<file path="src/design/mrs_defs.svh">
`ifndef MRS_DEFS_SVH
`define MRS_DEFS_SVH
// Data widths and fixed values
`define MRS_ZERO_BYTE 8'h00
`define MRS_ONES_BYTE 8'hFF
`define MRS_ONE_BYTE 8'h01
`define MRS_MSB 7
`define MRS_MSB_NEXT 6
`define MRS_LSB 0
`define MRS_LSB_NEXT 1
`define MRS_CARRY_BIT 8
`define MRS_NIB_HI 7
`define MRS_NIB_HI_LO 4
`define MRS_NIB_LO 3
// Reset values
`define MRS_RST_WORK 8'h00
`define MRS_RST_CARRY 1'b0
`endif

</file>
<file path="src/design/mrs_pkg.sv">
package mrs_pkg;
   // Operation select codes
   typedef enum logic [4:0] {
      MRS_OP_NONE = 5'h00,
      MRS_OP_ROLC_W = 5'h01,
      MRS_OP_ROR_M = 5'h02,
      MRS_OP_ROR_W = 5'h03,
      MRS_OP_RORC_M = 5'h04,
      MRS_OP_RORC_W = 5'h05,
      MRS_OP_SUBC_W = 5'h06,
      MRS_OP_SUBC_M = 5'h07,
      MRS_OP_SUB = 5'h08,
      MRS_OP_SUB_M = 5'h09,
      MRS_OP_SUBI = 5'h0A,
      MRS_OP_DSZ = 5'h0B,
      MRS_OP_DSZW = 5'h0C,
      MRS_OP_SETB = 5'h0D,
      MRS_OP_SETBIT = 5'h0E,
      MRS_OP_ISZ = 5'h0F,
      MRS_OP_ISZW = 5'h10,
      MRS_OP_SBS = 5'h11,
      MRS_OP_NSW = 5'h12,
      MRS_OP_NSWW = 5'h13,
      MRS_OP_SZB = 5'h14
   } mrs_op_t;
   // Execution phase
   typedef enum logic [0:0] {
      MRS_ST_EXEC = 1'b0,
      MRS_ST_DUMMY = 1'b1
   } mrs_state_t;
   // Whole module state
   typedef struct packed {
      mrs_state_t state;
      logic [7:0] working_register;
      logic carry;
      logic half_carry_flag;
      logic zero;
      logic signed_range_error_flag;
      logic [7:0] mem_wdata;
      logic mem_we;
      logic busy;
      logic fetch_discard;
      logic done;
   } mrs_regs_t;
endpackage

</file>
<file path="src/design/mrs_datapath.sv">
`timescale 1ns/1ps
`include "mrs_defs.svh"
// Functional notes
// - Left rotate through carry into working register
// - Right rotate memory, bit0 to bit7
// - Right rotate into working register, no flags
// - Right rotate memory through carry
// - Right rotate through carry into working
// - Working plus inverted memory plus carry
// - Working plus inverted memory plus one
// - Working plus inverted immediate plus one
// - Decrement memory, skip when result zero
// - Decrement into working, same skip timing
// - Set whole memory byte to ones
// - Force selected memory bit high
// - Increment memory, skip when result zero
// - Increment into working, skip on zero
// - Skip when selected bit is one
// - Swap memory nibbles, write back
// - Swapped nibbles into working register
// - Skip when memory byte is zero
// - Skip taken costs two cycles, else one
module mrs_datapath #(
   parameter int DATA_W = 8
) (
   input wire logic mclk,
   input wire logic reset_n,
   input wire logic op_valid,
   input wire mrs_pkg::mrs_op_t op_code,
   input wire logic [DATA_W-1:0] mem_rdata,
   input wire logic [DATA_W-1:0] imm_data,
   input wire logic [2:0] bit_sel,
   output logic [DATA_W-1:0] working_register,
   output logic carry,
   output logic half_carry_flag,
   output logic zero,
   output logic signed_range_error_flag,
   output logic [DATA_W-1:0] mem_wdata,
   output logic mem_we,
   output logic busy,
   output logic fetch_discard,
   output logic done
);
   import mrs_pkg::*;
   // The block executes one op per cycle, two for a taken skip, and owns the working register
   // and the four arithmetic flags; memory itself lives outside and is
   // seen only through the read byte and the registered write strobe.

   // Adder result bundle: sum, carry out, half carry, overflow
   // Kept local since nothing outside the adder needs the bundle.
   typedef struct packed {
      logic [7:0] sum;
      logic c;
      logic h;
      logic v;
   } mrs_sum_t;

   mrs_regs_t r; // Registered state
   mrs_regs_t next_r; // Next state
   // All state lives in one struct: the decode below fills a copy and a
   // single flip-flop process stores it, so every output is registered.
   // Strobes in the struct are cleared by default on every cycle, which
   // keeps a stale write enable from being replayed by a later op.

   // Shared add-with-carry for every subtract form.
   // Subtraction is a plus the inverted operand plus a carry-in, so the
   // carry out reads as "no borrow". Half carry is the carry out of the
   // low nibble; overflow is the signed overflow of that same addition.
   // One adder for all five forms keeps their flag rules identical.
   function automatic mrs_sum_t mrs_add(input logic [7:0] a, input logic [7:0] b, input logic cin);
      mrs_sum_t s;
      logic [8:0] full;
      logic [4:0] low;
      full = {1'b0, a} + {1'b0, b} + {8'h00, cin};
      low = {1'b0, a[`MRS_NIB_LO:`MRS_LSB]} + {1'b0, b[`MRS_NIB_LO:`MRS_LSB]} + {4'h0, cin};
      s.sum = full[`MRS_MSB:`MRS_LSB];
      s.c = full[`MRS_CARRY_BIT];
      s.h = low[`MRS_NIB_HI_LO];
      // Overflow when operands agree in sign and the result does not
      s.v = (a[`MRS_MSB] == b[`MRS_MSB]) && (full[`MRS_MSB] != a[`MRS_MSB]);
      return s;
   endfunction

   // Left rotate through carry: old carry enters bit 0.
   // The bit pushed out of bit 7 is left for the caller to
   // route into the carry flag.
   function automatic logic [7:0] mrs_rol_c(input logic [7:0] d, input logic cin);
      return {d[`MRS_MSB_NEXT:`MRS_LSB], cin};
   endfunction

   // Plain right rotate: bit 0 wraps round into bit 7.
   // Shared by the memory and working destinations so that the
   // two forms can never drift apart.
   function automatic logic [7:0] mrs_ror(input logic [7:0] d);
      return {d[`MRS_LSB], d[`MRS_MSB:`MRS_LSB_NEXT]};
   endfunction

   // Right rotate through carry: old carry enters bit 7.
   // Bit 0 falls out and becomes the new carry in the caller.
   // Nine bits rotate as one ring, carry included.
   function automatic logic [7:0] mrs_ror_c(input logic [7:0] d, input logic cin);
      return {cin, d[`MRS_MSB:`MRS_LSB_NEXT]};
   endfunction

   // Nibble exchange: low half moves up, high half moves down.
   // Applying it twice gives the original byte back.
   // Used for both the write-back and the working forms.
   function automatic logic [7:0] mrs_swap(input logic [7:0] d);
      return {d[`MRS_NIB_LO:`MRS_LSB], d[`MRS_NIB_HI:`MRS_NIB_HI_LO]};
   endfunction

   // Operation decode and skip sequencing.
   // One op is taken per edge while in the execute phase. Results land in
   // the struct copy and appear on the ports one cycle after the take.
   // A taken skip moves to a one-cycle dummy phase: the prefetched word is
   // flagged for discard at once and completion is reported a cycle later.
   // Ops offered during the dummy phase are ignored; the fetch unit is
   // expected to hold them until busy falls.
   // Memory is never read back here: mem_rdata must carry the addressed
   // byte in the same cycle as op_valid.
   always_comb
   begin
      mrs_sum_t s;
      logic [7:0] dec_v;
      logic [7:0] inc_v;
      logic skip;
      s = '0;
      // Both step results are formed every cycle; only the decrement and
      // increment forms look at them. Eight-bit arithmetic wraps on
      // purpose, so 00 minus one gives FF and FF plus one gives 00.
      dec_v = mem_rdata - `MRS_ONE_BYTE;
      inc_v = mem_rdata + `MRS_ONE_BYTE;
      skip = 1'b0;
      next_r = r;
      // Strobes last one cycle only
      // Everything else holds unless a branch below changes it, which is
      // how untouched flags keep their value across an op.
      next_r.mem_we = 1'b0;
      next_r.fetch_discard = 1'b0;
      next_r.done = 1'b0;
      // Two phases only: execute, or the dummy cycle that follows a
      // taken skip. The dummy phase always returns to execute, so the
      // block can never stall for longer than one cycle.
      case (r.state)
         MRS_ST_DUMMY:
         begin
            // Dummy cycle replaces the discarded prefetch
            // No result or flag changes here; the op that caused the skip
            // has already stored its result one cycle earlier.
            // Done marks the end of the two-cycle instruction.
            next_r.state = MRS_ST_EXEC;
            next_r.busy = 1'b0;
            next_r.done = 1'b1;
         end
         MRS_ST_EXEC:
         begin
            // New operations are ignored during the dummy cycle only
            if (op_valid)
            begin
               case (op_code)
                  MRS_OP_ROLC_W:
                  begin
                     // Result goes to working only; memory is left alone
                     // and bit 7 drops into carry
                     next_r.working_register = mrs_rol_c(mem_rdata, r.carry);
                     next_r.carry = mem_rdata[`MRS_MSB];
                  end
                  MRS_OP_ROR_M:
                  begin
                     // Write back only; every flag keeps its value
                     next_r.mem_wdata = mrs_ror(mem_rdata);
                     next_r.mem_we = 1'b1;
                  end
                  MRS_OP_ROR_W:
                  begin
                     // Same rotation, working destination, no write strobe
                     next_r.working_register = mrs_ror(mem_rdata);
                  end
                  MRS_OP_RORC_M:
                  begin
                     // Old carry goes in at the top, bit 0 comes out as carry
                     next_r.mem_wdata = mrs_ror_c(mem_rdata, r.carry);
                     next_r.mem_we = 1'b1;
                     next_r.carry = mem_rdata[`MRS_LSB];
                  end
                  MRS_OP_RORC_W:
                  begin
                     // As above but into working; memory stays intact
                     next_r.working_register = mrs_ror_c(mem_rdata, r.carry);
                     next_r.carry = mem_rdata[`MRS_LSB];
                  end
                  MRS_OP_SUBC_W, MRS_OP_SUBC_M, MRS_OP_SUB, MRS_OP_SUB_M, MRS_OP_SUBI:
                  begin
                     // All five forms share one adder: subtraction is done as an
                     // addition of the inverted operand, so carry set means no borrow.
                     // Only the carry-in, the second operand and the destination differ between them.
                     // Borrow forms feed the old carry, plain forms feed one
                     if (op_code == MRS_OP_SUBC_W || op_code == MRS_OP_SUBC_M)
                     begin
                        s = mrs_add(r.working_register, ~mem_rdata, r.carry);
                     end
                     else if (op_code == MRS_OP_SUBI)
                     begin
                        s = mrs_add(r.working_register, ~imm_data, 1'b1);
                     end
                     else
                     begin
                        s = mrs_add(r.working_register, ~mem_rdata, 1'b1);
                     end
                     // Memory destination variants write back instead
                     // Flags below are updated whatever the destination
                     // so that a write-back form still leaves a usable status.
                     if (op_code == MRS_OP_SUBC_M || op_code == MRS_OP_SUB_M)
                     begin
                        next_r.mem_wdata = s.sum;
                        next_r.mem_we = 1'b1;
                     end
                     else
                     begin
                        next_r.working_register = s.sum;
                     end
                     next_r.carry = s.c;
                     next_r.half_carry_flag = s.h;
                     next_r.signed_range_error_flag = s.v;
                     next_r.zero = (s.sum == `MRS_ZERO_BYTE);
                  end
                  MRS_OP_DSZ:
                  begin
                     next_r.mem_wdata = dec_v;
                     next_r.mem_we = 1'b1;
                     skip = (dec_v == `MRS_ZERO_BYTE);
                  end
                  MRS_OP_DSZW:
                  begin
                     next_r.working_register = dec_v;
                     skip = (dec_v == `MRS_ZERO_BYTE);
                  end
                  MRS_OP_SETB:
                  begin
                     next_r.mem_wdata = `MRS_ONES_BYTE;
                     next_r.mem_we = 1'b1;
                  end
                  MRS_OP_SETBIT:
                  begin
                     next_r.mem_wdata = mem_rdata | (`MRS_ONE_BYTE << bit_sel);
                     next_r.mem_we = 1'b1;
                  end
                  MRS_OP_ISZ:
                  begin
                     next_r.mem_wdata = inc_v;
                     next_r.mem_we = 1'b1;
                     skip = (inc_v == `MRS_ZERO_BYTE);
                  end
                  MRS_OP_ISZW:
                  begin
                     next_r.working_register = inc_v;
                     skip = (inc_v == `MRS_ZERO_BYTE);
                  end
                  MRS_OP_SBS:
                  begin
                     skip = mem_rdata[bit_sel];
                  end
                  MRS_OP_NSW:
                  begin
                     // Halves exchanged and written back; flags untouched
                     next_r.mem_wdata = mrs_swap(mem_rdata);
                     next_r.mem_we = 1'b1;
                  end
                  MRS_OP_NSWW:
                  begin
                     // Exchanged byte lands in working; no write strobe
                     next_r.working_register = mrs_swap(mem_rdata);
                  end
                  MRS_OP_SZB:
                  begin
                     skip = (mem_rdata == `MRS_ZERO_BYTE);
                  end
                  default:
                  begin
                     // No operation: nothing changes
                  end
               endcase
               // The skip decision uses only this cycle's inputs, so the
               // discard strobe rises in the same cycle as the results.
               // A skip never blocks the write-back of the op that caused it;
               // the decrement and increment forms still store their result.
               // Taken skip: drop prefetch and spend one dummy cycle
               if (skip)
               begin
                  next_r.state = MRS_ST_DUMMY;
                  next_r.busy = 1'b1;
                  next_r.fetch_discard = 1'b1;
               end
               else
               begin
                  next_r.done = 1'b1; // Single cycle completion
               end
            end
         end
         default:
         begin
            next_r.state = MRS_ST_EXEC;
         end
      endcase
   end

   // State register.
   // Asynchronous reset clears the whole struct to constants first; the
   // named fields are then given their reset values from the defines so
   // that a change of those values touches one place only.
   // Out of reset the flops simply copy the next-state struct.
   always_ff @(posedge mclk or negedge reset_n)
   begin
      if (!reset_n)
      begin
         r <= '0;
         r.state <= MRS_ST_EXEC;
         r.working_register <= `MRS_RST_WORK;
         r.carry <= `MRS_RST_CARRY;
      end
      else
      begin
         r <= next_r;
      end
   end

   // Outputs come straight from the state register.
   // Nothing combinational sits between the flops and the ports, which
   // keeps the timing of the result paths independent of the decode.
   // The price is one cycle of latency on every result and flag; the
   // surrounding pipeline is built around that delay.
   assign working_register = r.working_register;
   assign carry = r.carry;
   assign half_carry_flag = r.half_carry_flag;
   assign zero = r.zero;
   assign signed_range_error_flag = r.signed_range_error_flag;
   assign mem_wdata = r.mem_wdata;
   assign mem_we = r.mem_we;
   assign busy = r.busy;
   assign fetch_discard = r.fetch_discard;
   assign done = r.done;
endmodule

</file>
<file path="config.mk">
export PLATFORM = sky130hd
export DESIGN_NAME = mrs_datapath
export DESIGN_NICKNAME = d
export VERILOG_FILES = /design/src/design/mrs_pkg.sv /design/src/design/mrs_datapath.sv
export VERILOG_INCLUDE_DIRS = /design/src /design/src/design
export SDC_FILE = /design/constraint.sdc
export NUM_CORES = 1
export LEC_CHECK = 0
export BUFFER_PORTS_ARGS = -buffer_cell sky130_fd_sc_hd__buf_4
export CORE_ASPECT_RATIO = 0.6
export CORE_MARGIN = 1.5
export CORE_UTILIZATION = 50
export DETAILED_ROUTE_END_ITERATION = 16
export PLACE_DENSITY_LB_ADDON = 0.1
export SLEW_MARGIN = 15
export SYNTH_ARGS = -nofsm -noshare
export SYNTH_HDL_FRONTEND = slang
export SYNTH_SLANG_ARGS = --single-unit
</file>
<file path="constraint.sdc">
create_clock -name mclk -period 7.1 [get_ports mclk]
set_input_delay 0.71 -clock mclk [delete_from_list [all_inputs] [get_ports mclk]]
set_output_delay 0.71 -clock mclk [all_outputs]
set_load 0.01 [all_outputs]
</file>
After elaboration in Yosys (flattened, before gate mapping)
Cells that the tools add are included.
{ "totals": {"inputBits": 27, "elab_cells": 104, "ff_bits": 25, "output_inout_bits": 24} }
{ "op_classes": {"eq_ne": 29, "magnitude_cmp": 1, "reduce_logical": 21, "shift": 1, "n_bitwise": 4, "addsub": 12, "mux": 25} }
{ "ops": {"columns": ["op", "count"], "rows": [
  ["9-bit one-hot mux with 8 select lines", 1],
  ["8-bit one-hot mux with 7 select lines", 1],
  ["11-bit two-way mux", 5],
  ["5-bit by 4-bit equality test with 1-bit output, second input constant", 8],
  ["8-bit logical NOT", 4],
  ["5-bit equality test, second input constant", 5],
  ["25-bit two-way mux", 1],
  ["5-bit by 3-bit equality test with 1-bit output, second input constant", 4],
  ["8-bit by 8-bit adder with 9-bit output", 2],
  ["9-bit by 1-bit adder with 9-bit output, second input constant", 2],
  ["8-bit inverter", 2],
  ["4-bit by 4-bit adder with 5-bit output", 2],
  ["5-bit by 1-bit adder with 5-bit output, second input constant", 2],
  ["5-bit by 2-bit equality test with 1-bit output, second input constant", 2],
  ["9-bit by 1-bit adder with 9-bit output", 1],
  ["9-bit two-way mux", 1],
  ["8-bit by 1-bit adder with 8-bit output, second input constant", 1],
  ["8-bit two-way mux", 1],
  ["2-bit != test, second input constant", 4],
  ["8-bit bitwise OR", 1],
  ["4-bit AND reduction", 2],
  ["8-bit nonzero test", 1],
  ["1-bit by 3-bit left shift with 8-bit output, first input constant", 1],
  ["8-bit by 1-bit subtractor with 8-bit output, second input constant", 1],
  ["21 further kinds", 38]
]} }

Depth between registers and ports, before layout
Gate-level depths: netlist of run 1.
{ "depth": {"word_depth": 14, "depth_mapped": 13, "mapped_depth_nobuf": 13} }

Least setup slack after synthesis of run 1
No wires, ideal clock.
{ "synth_timing": {"path_kind": "input -> register", "start": "input port mem_rdata[0]", "end": "register working_register[7] (netlist name)", "arrival_time_ps": 3620, "required_ps": 7000, "stages": 13, "setup_ps": 100, "path_buffers": 1, "setup_slack_ps": 3381, "cell_sequence": "clkbuf_1 > inv_1 > ha_1 > fa_1 > a211oi_2 > nor2_4 > xor2_1 > nand3_2 > o311a_1 > a211o_1 > o22ai_2 > a211oi_1 > a311oi_1"} }
{ "synth_between": {"elab_chain_len": 10, "elab_cells_between_ends": 13, "cone_classes": "add/sub (5); mux (7); bitwise (1)"} }
{ "synth_lines": {"columns": ["item", "line_no", "text"], "rows": [
  ["from (decl)", "mrs_datapath.sv:30", "input wire logic [DATA_W-1:0] mem_rdata,"],
  ["8-bit inverter", "mrs_datapath.sv:200, mrs_datapath.sv:208", null],
  ["8-bit by 8-bit adder with 9-bit output", "mrs_datapath.sv:74", "full = {1'b0, a} + {1'b0, b} + {8'h00, cin};"],
  ["9-bit by 1-bit adder with 9-bit output", "mrs_datapath.sv:74", null],
  ["11-bit two-way mux", "mrs_datapath.sv:202", "else if (op_code == MRS_OP_SUBI)"],
  ["11-bit two-way mux", "mrs_datapath.sv:198", "if (op_code == MRS_OP_SUBC_W || op_code == MRS_OP_SUBC_M)"],
  ["11-bit two-way mux", "mrs_datapath.sv:160", "case (op_code)"],
  ["11-bit two-way mux", "mrs_datapath.sv:158", "if (op_valid)"],
  ["11-bit two-way mux", "mrs_datapath.sv:144", "case (r.state)"],
  ["8-bit two-way mux", "mrs_datapath.sv:213", "if (op_code == MRS_OP_SUBC_M || op_code == MRS_OP_SUB_M)"],
  ["8-bit one-hot mux with 7 select lines *", "mrs_datapath.sv:160", null]
]} }
Every way passes the cells marked *; elsewhere a longest branch is shown, timed or not. The select of a mux whose other input is x is not followed.
A chain may end at the register's enable or synchronous reset.

Worst setup path in the final report of run 1
{ "layout_timing": {"start": "input port mem_rdata[0]", "end": "register r, in the netlist zero"} }
{ "layout_between": {"elab_chain_len": 9, "elab_cells_between_ends": 10, "cone_classes": "add/sub (3); mux (5); bitwise (1); reduce/logical (1)"} }
{ "layout_lines": {"columns": ["item", "line_no", "text"], "rows": [
  ["8-bit inverter *", "mrs_datapath.sv:200, mrs_datapath.sv:208", null],
  ["8-bit by 8-bit adder with 9-bit output *", "mrs_datapath.sv:74", null],
  ["9-bit by 1-bit adder with 9-bit output", "mrs_datapath.sv:74", null],
  ["11-bit two-way mux", "mrs_datapath.sv:202", null],
  ["11-bit two-way mux *", "mrs_datapath.sv:198", null],
  ["11-bit two-way mux *", "mrs_datapath.sv:160", null],
  ["11-bit two-way mux *", "mrs_datapath.sv:158", null],
  ["11-bit two-way mux *", "mrs_datapath.sv:144", null],
  ["8-bit logical NOT (no source line) *", null, null],
  ["to (signal assigned)", "mrs_datapath.sv:323", "r <= next_r;"],
  ["to (decl)", "mrs_datapath.sv:58", "mrs_regs_t r;"]
]} }
Marks and branches as above.

==> results.txt, run 1 <==
----------------------------------------------------
[Clock tree]
  Clock tree root buffer cell ... clkbuf_16
  H-tree level count ... 1
  Total setup buffers inserted after CTS ... 0
  Number of buffers added by the clock tree synthesis step ... 3
  Clock tree from TritonCTS ... done
  Post-CTS Resized ... 0
  Buffer depth of the longest clock path ... 2
  Insertion delay to the later sink of the worst-skew pair ... 270 ps
  Number of hold-repair buffers added at the cts stage ... 0
  Clock slew at the register clock pins of the worst setup and hold paths ... 70 ps
  # clock sinks ... 24

[Layout]
  Layout cell share with drive strength beyond 1 ... 14.7%
  Area growth from synthesis to layout ... 14.3%
  Final Net Count ... 557
  Most common cell after layout, fill and taps aside ... nor2_1
  Most frequent cells in the layout ... 54 x nor2_1, 53 x buf_4, 45 x nand2_1, 32 x xnor2_1, 32 x a21oi_1
  Final non-filler cell total ... 592
  Post-layout util ... 59.1%
  Number of inserted diodes ... 0

[Die]
  Io pins ... 51
  Area enclosed by the die boundary ... 0.00746 sq mm
  Die extent in y ... 67.5 um
  Number of cell rows ... 23
  Initial Utilization ... 51.7%
  Die Span X ... 111 um
  Core region area ... 0.00671 sq mm

[Route]
  Final wirelength ... 12300 um
  Detailed-route DRC error count ... 0
  Total number of vias ... 3997
  Number of DRC markers after the initial detailed-route iteration ... 528
  Average detailed-routed wire length per instance ... 20.7 um
  Iteration count of the initial detailed-routing pass ... 6
  Via count normalized by instance count ... 6.75
  Post-route antenna net violation count ... 0

[Run]
  Reported max-cap violation count ... 0

[Setup path]
  Worst path cell trace ... buf_4, inv_1, ha_1, fa_1, a211oi_2, o21ai_1, a211oi_2, nand4_1, nor2_1, xor2_1, o22ai_2, o41ai_1
  Worst path bufs/invs ... 2
  Internal reg-to-reg setup slack ... 3680 ps
  Worst EP arrival ... 3920 ps
  CP max FO ... 15
  Slowest CP cell ... fa_1
  Maximum single-stage delay on the critical path ... 430 ps
  Most Frequent Cell on Critical Path ... a211oi_2
  Sort of element at the end of the critical path ... flop
  Register-to-Register Path Depth ... 10
  Cell class contributing the biggest share of worst-path delay ... compound AO/OA/AOI/OAI gates
  Critical path required time ... 7250 ps
  Sort of element at the start of the critical path ... input pin
  Worst r2r dst ... zero$_DFFE_PN0P_
  Critical Setup Path Class ... in -> reg
  End of the critical path ... zero$_DFFE_PN0P_
  Critical Path Source ... mem_rdata[0]
  Levels on crit path ... 12
  Reg-to-Reg Start ... working_register[0]$_DFFE_PN0P_

[GRT]
  Total routing resource utilization after global routing ... 32.4%
  Antenna violations before repair ... 0
  Global-route wire length before repair ... 18900 um
  GRT overflow ... 0
  Number of global-route vias before repair ... 3341
  Largest net degree at the start of global routing ... 25

[Power and ir drop]
  Peak ir drop on the vdd network ... 0.165 mV
  Final Power ... 1.07 mW
  Total power per unit cell area ... 269 mW/mm^2
  LEAKAGE ... 1.60 nW

[Timing]
  Worst-case headroom to the max-slew limit ... 34.0%
  F_max ... 265 MHz
  Final critical path time including I/O delays and setup ... 3770 ps
  Setup Skew ... 4.13 ps
  Hold Violations, Final ... 0
  Setup Viol. Count Final ... 0
  Total count of max-transition violations in the final report ... 0
  Tightest Pin Transition ... 981 ps
  Unrepaired setup endpoints after global routing ... false
  Tcrit/Tclk final ... 53.1%
  Final sum of negative setup slack ... 0 ps

[Min path]
  Class of the tightest hold or removal check ... in -> async

[Logic synthesis]
  Share of flip-flops with an asynchronous set or reset after synthesis ... 100%
  Number of enable flip-flop cells after synthesis ... 0
  Flops & latches, synth ... 24
  Gate count of the mapped netlist ... 472
  Main area contributors after synthesis ... dfrtp_1 17%, xnor2_1 8.1%, ha_1 7.9%
  Number of library cell types mapped by synthesis ... 68
  Synth Flop Type ... dfrtp_1
  Cell taking the most area after synthesis ... dfrtp_1
  Total of warnings raised by yosys ... 0
  Net count of the mapped netlist ... 523
  Sequential-to-total area share from yosys stat ... 17.3%
  Area share of the largest cell type after synthesis ... 17.3%
  Mean Syn Cell Area ... 7.35 sq um
  Mapped Area ... 0.00347 sq mm

[Place]
  Number of placed instances with taps included ... 588
  Port Buf Inserts ... 50
  Gpl congestion ... 1.03
  HPWL reported at the end of detailed placement ... 9620 um

[Run status]
  Result of the run ... finished clean

----------------------------------------------------
[synthesized netlist by cell type (all sizes together), types with 4 or more instances]
cell type  instances
nand4              5
xor2               8
o21a               4
mux2i              5
a22oi              4
o221ai             5
buf                6
a221oi            11
nor2              55
ha                22
a31oi              8
dfrtp             24
a211oi             7
a21o               5
nand2b            13
nor4               6
nand3             18
a21oi             33
o21ai             27
nor3              20
nand2             47
clkbuf            18
inv               26
xnor2             32
o22ai              9
nor2b              4
[worst min path at each step]
stage | from | end | slack, ps | depth (start not counted)
finish | reset_n | zero$_DFFE_PN0P_ | 340 | 1
CTS | reset_n | mem_we$_DFF_PN0_ | 350 | 1
global route | reset_n | mem_wdata[2]$_DFFE_PN0P_ | 360 | 1
floorplan | reset_n | busy$_DFFE_PN0P_ | 410 | 0
global placement | fetch_discard$_DFF_PN0_ | done$_DFF_PN0_ | 480 | 1
detailed placement | fetch_discard$_DFF_PN0_ | done$_DFF_PN0_ | 490 | 1
[kinds of logic (layout without fill, tap and decap cells)]
logic type	count (synthesis)	in the layout	synth area share [%]
and+or+nand+nor	182	182	25.0
AOI/OAI and AO/OA	144	144	29.0
buffers and inverters	50	83	6.17
xor gates and xnor gates	40	40	10.3
adders and majority gates	24	24	9.09
DFF	24	24	17.3
muxes	8	8	3.07
[metal layers]
metal / global-route usage, % / part of all wire [%]
met3: 9.69 / 14
met5: 0 / 0
met4: 2.88 / 1.1
met2: 43.3 / 38
met1: 51.4 / 47
[final cells by class]
type / instances / area, sq um
Fill cell: 632 / 2740
Multi-Input combinational cell: 398 / 2650
Sequential cell: 24 / 601
Timing Repair Buffer: 53 / 398
Tap cell: 87 / 109
Inverter: 26 / 97.6
Clock buffer: 3 / 75.1
Clock inverter: 1 / 30.0
[metrics by stage]
stage                     setup slack [ps]  hold slack (ps)  instance area (sq um)
after floorplan                       3380              414                   3470
after global placement                3280              481                   3860
after detailed placement              3130              491                   3860
after CTS                             3400              348                   3960
after global routing                  3100              357                   3960
final                                 3330              337                   3960
[state kept, by name, summed over array words and instances, names as in the netlist]
register                 count
mem_wdata                    8
working_register             8
busy                         1
carry                        1
done                         1
fetch_discard                1
half_carry_flag              1
mem_we                       1
signed_range_error_flag      1
zero                         1
[report_power, final]
part	internal, mW	switching, mW	total [mW]
registers	0.171	0.0407	0.212
logic	0.284	0.404	0.689
clock network	0.112	0.0556	0.168
No activity file was read; power rests on OpenSTA's default activity.
==> run 2, diff against run 1 <==
- ABC_AREA: default -> 1
- clock period: 7.1 -> 3.3 ns (I/O delays scaled with it)
==> run 2 against run 1 <==
Synthesized area fell by 1.2%. Via count is 6.4% higher. Cell count up 23%.
==> results.txt, run 2 <==
----------------------------------------------------
[Run status]
  Result of the run ... finished clean

[Logic synthesis]
  Net count of the mapped netlist ... 634
  Number of library cell types mapped by synthesis ... 44
  Adder and majority gate portion of the synthesized area ... 9.20%
  Cell taking the most area after synthesis ... dfrtp_1
  Number of enable flip-flop cells after synthesis ... 0
  Gate count of the mapped netlist ... 583
  Commonest cells in the synthesized netlist ... 154 x nand2_1, 79 x inv_1, 61 x nor2_1, 49 x nand3_1
  Portion of netlist area occupied by mux cells ... 0%
  Synth Flop Type ... dfrtp_1
  Area share of the largest cell type after synthesis ... 17.5%
  Combinational family with the most area after synthesis ... simple AND/OR/NAND/NOR gates
  Total of warnings raised by yosys ... 0
  Mapped Area ... 0.00343 sq mm
  Simple-gate share of the synthesized area ... 38.3%
  Sequential-to-total area share from yosys stat ... 17.5%
  Synth Area in Compound Gates ... 20.3%
  Mean Syn Cell Area ... 5.88 sq um
  Main area contributors after synthesis ... dfrtp_1 18%, nand2_1 17%, inv_1 8.6%
  Share of flip-flops with an asynchronous set or reset after synthesis ... 100%
  Xor-xnor portion of the synthesized cell area ... 3.83%
  Flops & latches, synth ... 24
  Most common cell in the synthesized netlist ... nand2_1

[Die]
  Die Span X ... 110 um
  Area enclosed by the die boundary ... 0.00738 sq mm
  Io pins ... 51
  Initial Utilization ... 51.6%
  Number of cell rows ... 23
  Die extent in y ... 67.1 um
  Core region area ... 0.00665 sq mm

[Clock tree]
  # clock sinks ... 24
  Insertion delay to the later sink of the worst-skew pair ... 270 ps
  H-tree level count ... 1
  Clock tree from TritonCTS ... done
  Clock slew at the register clock pins of the worst setup and hold paths ... 70 ps
  Post-CTS Resized ... 0
  Total setup buffers inserted after CTS ... 0
  Buffer depth of the longest clock path ... 2
  Number of hold-repair buffers added at the cts stage ... 1
  Clock tree root buffer cell ... clkbuf_16
  Number of buffers added by the clock tree synthesis step ... 3

[Setup path]
  Maximum single-stage delay on the critical path ... 420 ps
  Worst path cell trace ... ha_1, fa_1, nand2_1, nand2_1, nor3_1, nand3_1, nor2_1, nand2_1, nand2_1, nand3_1, nand3_1, nand2_1, nand2_1, nand2_1, nand2_1, nand2_1
  Worst EP arrival ... 2990 ps
  Most Frequent Cell on Critical Path ... nand2_1
  Sort of element at the end of the critical path ... flop
  CP max FO ... 4
  Critical Setup Path Class ... reg -> reg
  Slowest CP cell ... dfrtp_1
  Sort of element at the start of the critical path ... flop
  Critical path required time ... 3470 ps

[Route]
  Final wirelength ... 12300 um
  Detailed-route DRC error count ... 0
  Post-route antenna net violation count ... 0
  Iteration count of the initial detailed-routing pass ... 6
  Average detailed-routed wire length per instance ... 16.9 um
  Number of DRC markers after the initial detailed-route iteration ... 894
  Via count normalized by instance count ... 5.84
  Total number of vias ... 4252

[Layout]
  Most common cell after layout, fill and taps aside ... nand2_1
  Number of inserted diodes ... 0
  Register Area ... 601 sq um
  Final non-filler cell total ... 728
  Layout cell share with drive strength beyond 1 ... 13.3%
  Most frequent cells in the layout ... 154 x nand2_1, 79 x inv_1, 61 x nor2_1, 60 x buf_4, 49 x nand3_1
  Layout filler cell count ... 636
  Area growth from synthesis to layout ... 18.6%
  Multi-input combinational cell area ... 0.00246 sq mm
  Final Net Count ... 693

[Power and ir drop]
  LEAKAGE ... 2.12 nW
  Peak ir drop on the vdd network ... 0.299 mV
  Total power per unit cell area ... 531 mW/mm^2

[Place]
  Port Buf Inserts ... 50
  Number of placed instances with taps included ... 723
  Gpl congestion ... 1.06
  HPWL reported at the end of detailed placement ... 9990 um

[Timing]
  F_max ... 355 MHz
  Setup Skew ... 11.1 ps
  Tightest Pin Transition ... 804 ps
  Tcrit/Tclk final ... 85.5%
  Hold Violations, Final ... 0
  Total count of max-transition violations in the final report ... 0
  Setup Viol. Count Final ... 0
  Worst-case headroom to the max-slew limit ... 46.1%
  Final sum of negative setup slack ... 0 ps
  Unrepaired setup endpoints after global routing ... false
  Final critical path time including I/O delays and setup ... 2820 ps

[GRT]
  Number of global-route vias before repair ... 3618
  Total routing resource utilization after global routing ... 34.3%
  GRT overflow ... 0
  Global-route wire length before repair ... 18900 um
  Antenna violations before repair ... 0
  Largest net degree at the start of global routing ... 25

[Run]
  Reported max-cap violation count ... 0

[Min path]
  Class of the tightest hold or removal check ... in -> reg

----------------------------------------------------
run 2: stage by stage:
stage | power, mW | setup WS [ps] | cell area [sq um] | hold slack (ps) | util [%]
after floorplan | 1.34 | 740 | 3430 | 34.4 | -
after global placement | 1.74 | 533 | 3950 | 248 | 59.4
after detailed placement | 1.75 | 425 | 3950 | 254 | 59.4
after CTS | 2.13 | 566 | 4070 | 366 | 61.2
after global routing | 2.36 | 274 | 4070 | 379 | 61.2
final | 2.16 | 480 | 4070 | 365 | 61.2
run 2: power by group:
group,switching [mW],total [mW],internal (mW)
combinational,0.843,1.34,0.501
sequential,0.0831,0.455,0.372
clock,0.120,0.362,0.242
total,1.05,2.16,1.11
run 2: logic make-up (layout without fill, tap and decap cells):
kind of cell               Yosys count  in the layout
and+or+nand+nor                    305            305
xor gates and xnor gates            15             15
adders and majority gates           24             24
AOI/OAI and AO/OA                  119            119
buffers and inverters               96            154
DFF                                 24             24
run 2: cell type report:
cell class	count	area share (%)
Sequential cell	24	14.8
Tap cell	87	2.68
Clock inverter	1	0.738
Clock buffer	3	1.85
Multi-Input combinational cell	463	60.4
Inverter	89	8.22
Timing Repair Buffer	61	11.3
run 2: final timing paths:
path | from | endpoint | slack (ps) | cells past startpoint
worst max-delay path | working_register[0]$_DFFE_PN0P_ | working_register[7]$_DFFE_PN0P_ | 480 | 16
worst min-delay path | op_valid | done$_DFF_PN0_ | 370 | 3
worst max register to register | working_register[0]$_DFFE_PN0P_ | working_register[7]$_DFFE_PN0P_ | 480 | 16
worst min register to register | zero$_DFFE_PN0P_ | zero$_DFFE_PN0P_ | 490 | 2
max in group asynchronous | reset_n | busy$_DFFE_PN0P_ | 2540 | 2
min in group asynchronous | reset_n | half_carry_flag$_DFFE_PN0P_ | 500 | 2
run 2: per-layer routing:
layer / track usage, % / routed length [um]
met1: 51.9 / 5830
met2: 43.6 / 4350
met3: 17.0 / 2060
met4: 2.60 / 78
met5: 0 / 0
run 2: critical path: cells and delay by family, from the launching register on:
kind	cells	cell delay [ps]
and+or+nand+nor	14	1630
DFF	1	420
adders and majority gates	2	640
==> run 3, diff against run 2 <==
- GPL_TIMING_DRIVEN: default -> 0
==> run 3 against run 2 <==
First-iteration DRC count shrank 33%. Register-to-register slack about the same. Routed wire length fell by 0.38%. Combinational power barely moved. Cell area shrank 1.4%. Sequential cell count did not move. Critical path type is now in -> reg. Critical endpoint is now carry$_DFFE_PN0P_. Largest power group unchanged. Highest routed layer unchanged.
==> results.txt, run 3 (same netlist as run 2, synthesis figures left out) <==
----------------------------------------------------
[GRT]
  Antenna violations before repair ... 0
  Number of global-route vias before repair ... 3557
  GRT overflow ... 0
  Largest net degree at the start of global routing ... 25
  Total routing resource utilization after global routing ... 34.6%
  Global-route wire length before repair ... 19100 um

[Setup path]
  Sort of element at the start of the critical path ... input pin
  Sort of element at the end of the critical path ... flop
  Worst r2r dst ... carry$_DFFE_PN0P_
  Internal reg-to-reg setup slack ... 470 ps
  Critical Setup Path Class ... in -> reg
  CP max FO ... 11
  Critical path required time ... 3450 ps
  Worst path cell trace ... buf_4, clkinv_1, ha_1, fa_1, ha_1, nand3_1, inv_1, nand2_1, nor3_1, nand2_1, nand2_1, nand3_1, nand2_1, nand2_1, nand2_1, a21oi_1
  Reg-to-Reg Start ... working_register[0]$_DFFE_PN0P_
  Register-to-Register Path Depth ... 14
  Slowest CP cell ... fa_1
  Most Frequent Cell on Critical Path ... nand2_1
  Worst EP arrival ... 3270 ps
  Critical Path Source ... mem_rdata[0]
  Maximum single-stage delay on the critical path ... 570 ps

[Clock tree]
  Number of buffers added by the clock tree synthesis step ... 3
  Total setup buffers inserted after CTS ... 0
  Clock tree from TritonCTS ... done
  Insertion delay to the later sink of the worst-skew pair ... 260 ps
  Clock slew at the register clock pins of the worst setup and hold paths ... 70 ps
  Clock tree root buffer cell ... clkbuf_16
  # clock sinks ... 24
  Buffer depth of the longest clock path ... 2
  H-tree level count ... 1
  Post-CTS Resized ... 0
  Number of hold-repair buffers added at the cts stage ... 1

[Timing]
  Setup Viol. Count Final ... 0
  F_max ... 320 MHz
  Total count of max-transition violations in the final report ... 0
  Final sum of negative setup slack ... 0 ps
  Tightest Pin Transition ... 967 ps
  Unrepaired setup endpoints after global routing ... false
  Final critical path time including I/O delays and setup ... 3120 ps
  Setup Skew ... 4.45 ps
  Worst-case headroom to the max-slew limit ... 35.4%
  Hold Violations, Final ... 0
  Tcrit/Tclk final ... 94.6%

[Run status]
  Result of the run ... finished clean

[Die]
  Io pins ... 51
  Die Span X ... 110 um
  Initial Utilization ... 51.6%
  Core region area ... 0.00665 sq mm
  Area enclosed by the die boundary ... 0.00738 sq mm
  Number of cell rows ... 23
  Die extent in y ... 67.1 um

[Power and ir drop]
  Clock power frac ... 16.7%
  Switching power of the nets ... 1.03 mW
  LEAKAGE ... 2.08 nW
  Final Power ... 2.14 mW
  Register share of total power ... 21.5%
  Internal portion of total power ... 1.11 mW
  Power share of the combinational group ... 61.9%
  Total power per unit cell area ... 533 mW/mm^2
  Peak ir drop on the vdd network ... 0.340 mV
  Switching fraction of total power ... 48.2%

[Route]
  Number of DRC markers after the initial detailed-route iteration ... 595
  Post-route antenna net violation count ... 0
  Detailed-route DRC error count ... 0
  Final wirelength ... 12300 um
  Average detailed-routed wire length per instance ... 17.0 um
  Iteration count of the initial detailed-routing pass ... 7
  Total number of vias ... 4271
  Via count normalized by instance count ... 5.91

[Min path]
  Class of the tightest hold or removal check ... in -> reg
  Instance count along the most critical hold path ... 3
  Terminating pin of the worst hold path ... done$_DFF_PN0_
  Hold path start ... op_valid

[Place]
  Dpl cell area ... 0.00389 sq mm
  Port Buf Inserts ... 47
  HPWL reported at the end of detailed placement ... 10100 um
  Gpl congestion ... 1.04

[Layout]
  Post-layout util ... 60.3%
  Final Net Count ... 687
  Area growth from synthesis to layout ... 17.0%
  Layout cell share with drive strength beyond 1 ... 11.8%
  Most common cell after layout, fill and taps aside ... nand2_1
  Most frequent cells in the layout ... 154 x nand2_1, 79 x inv_1, 61 x nor2_1, 49 x nand3_1, 47 x buf_4
  Post-route design area ... 0.00401 sq mm

[Run]
  Reported max-cap violation count ... 0

----------------------------------------------------
-- run 3: changes by cell type in the layout (fill, tap and decap cells not counted) --
| cell | before | now |
|---|---|---|
| buf_2 | 0 | 2 |
| diode_2 | 0 | 1 |
| buf_4 | 60 | 47 |
| clkbuf_1 | 0 | 4 |
| a2111oi_1 | 0 | 2 |
| a2111oi_0 | 2 | 0 |
| buf_6 | 0 | 1 |
-- run 3: worst max-delay path by stage --
stage,end,slack (ps),cells after the start
2_1_floorplan,working_register[7]$_DFFE_PN0P_,740,16
3_3_place_gp,working_register[7]$_DFFE_PN0P_,40,18
3_5_place_dp,working_register[7]$_DFFE_PN0P_,40,17
4_1_cts,working_register[7]$_DFFE_PN0P_,310,17
5_1_grt,working_register[7]$_DFFE_PN0P_,9,18
6_report,carry$_DFFE_PN0P_,180,16
-- run 3: cell type report --
type,instances,area [sq um]
fill,667,2640
clock inverter,1,30.0
multi-input combinational,463,2460
tap,87,109
clock buffer,3,75.1
inverter,89,334
timing repair buffer,48,363
sequential,24,601
buffer,7,36.3
antenna,1,2.50
-- run 3: power groups by stage --
stage | Combinational [mW] | Clock (mW) | Sequential (mW)
global route | 1.49 | 0.370 | 0.470
CTS | 1.29 | 0.359 | 0.459
finish | 1.32 | 0.356 | 0.459
detailed placement | 1.29 | 0 | 0.464
floorplan | 0.860 | 0 | 0.475
global placement | 1.26 | 0 | 0.459
-- run 3: per-layer routing --
metal / vias up / wire length (um) / track usage, %
li1: 2064 / - / -
met1: 1903 / 6080 / 56.4
met2: 291 / 4240 / 42.9
met3: 13 / 1880 / 11.6
met4: 0 / 69 / 2.92
met5: - / 0 / 0
-- run 3: critical path, delay by kind of cell --
family / cells / cell delay (ps)
AOI/OAI and AO/OA: 1 / 80
adders and majority gates: 3 / 1160
buffers and inverters: 3 / 570
and+or+nand+nor: 9 / 1120
-- run 3: per-stage QoR --
stage	instances	worst slack [ps]	hold WS, ps
2_1_floorplan	583	740	34.4
3_3_place_gp	717	44.0	245
3_5_place_dp	717	40.0	247
4_1_cts	722	311	334
5_1_grt	722	9.27	346
6_report	723	180	331
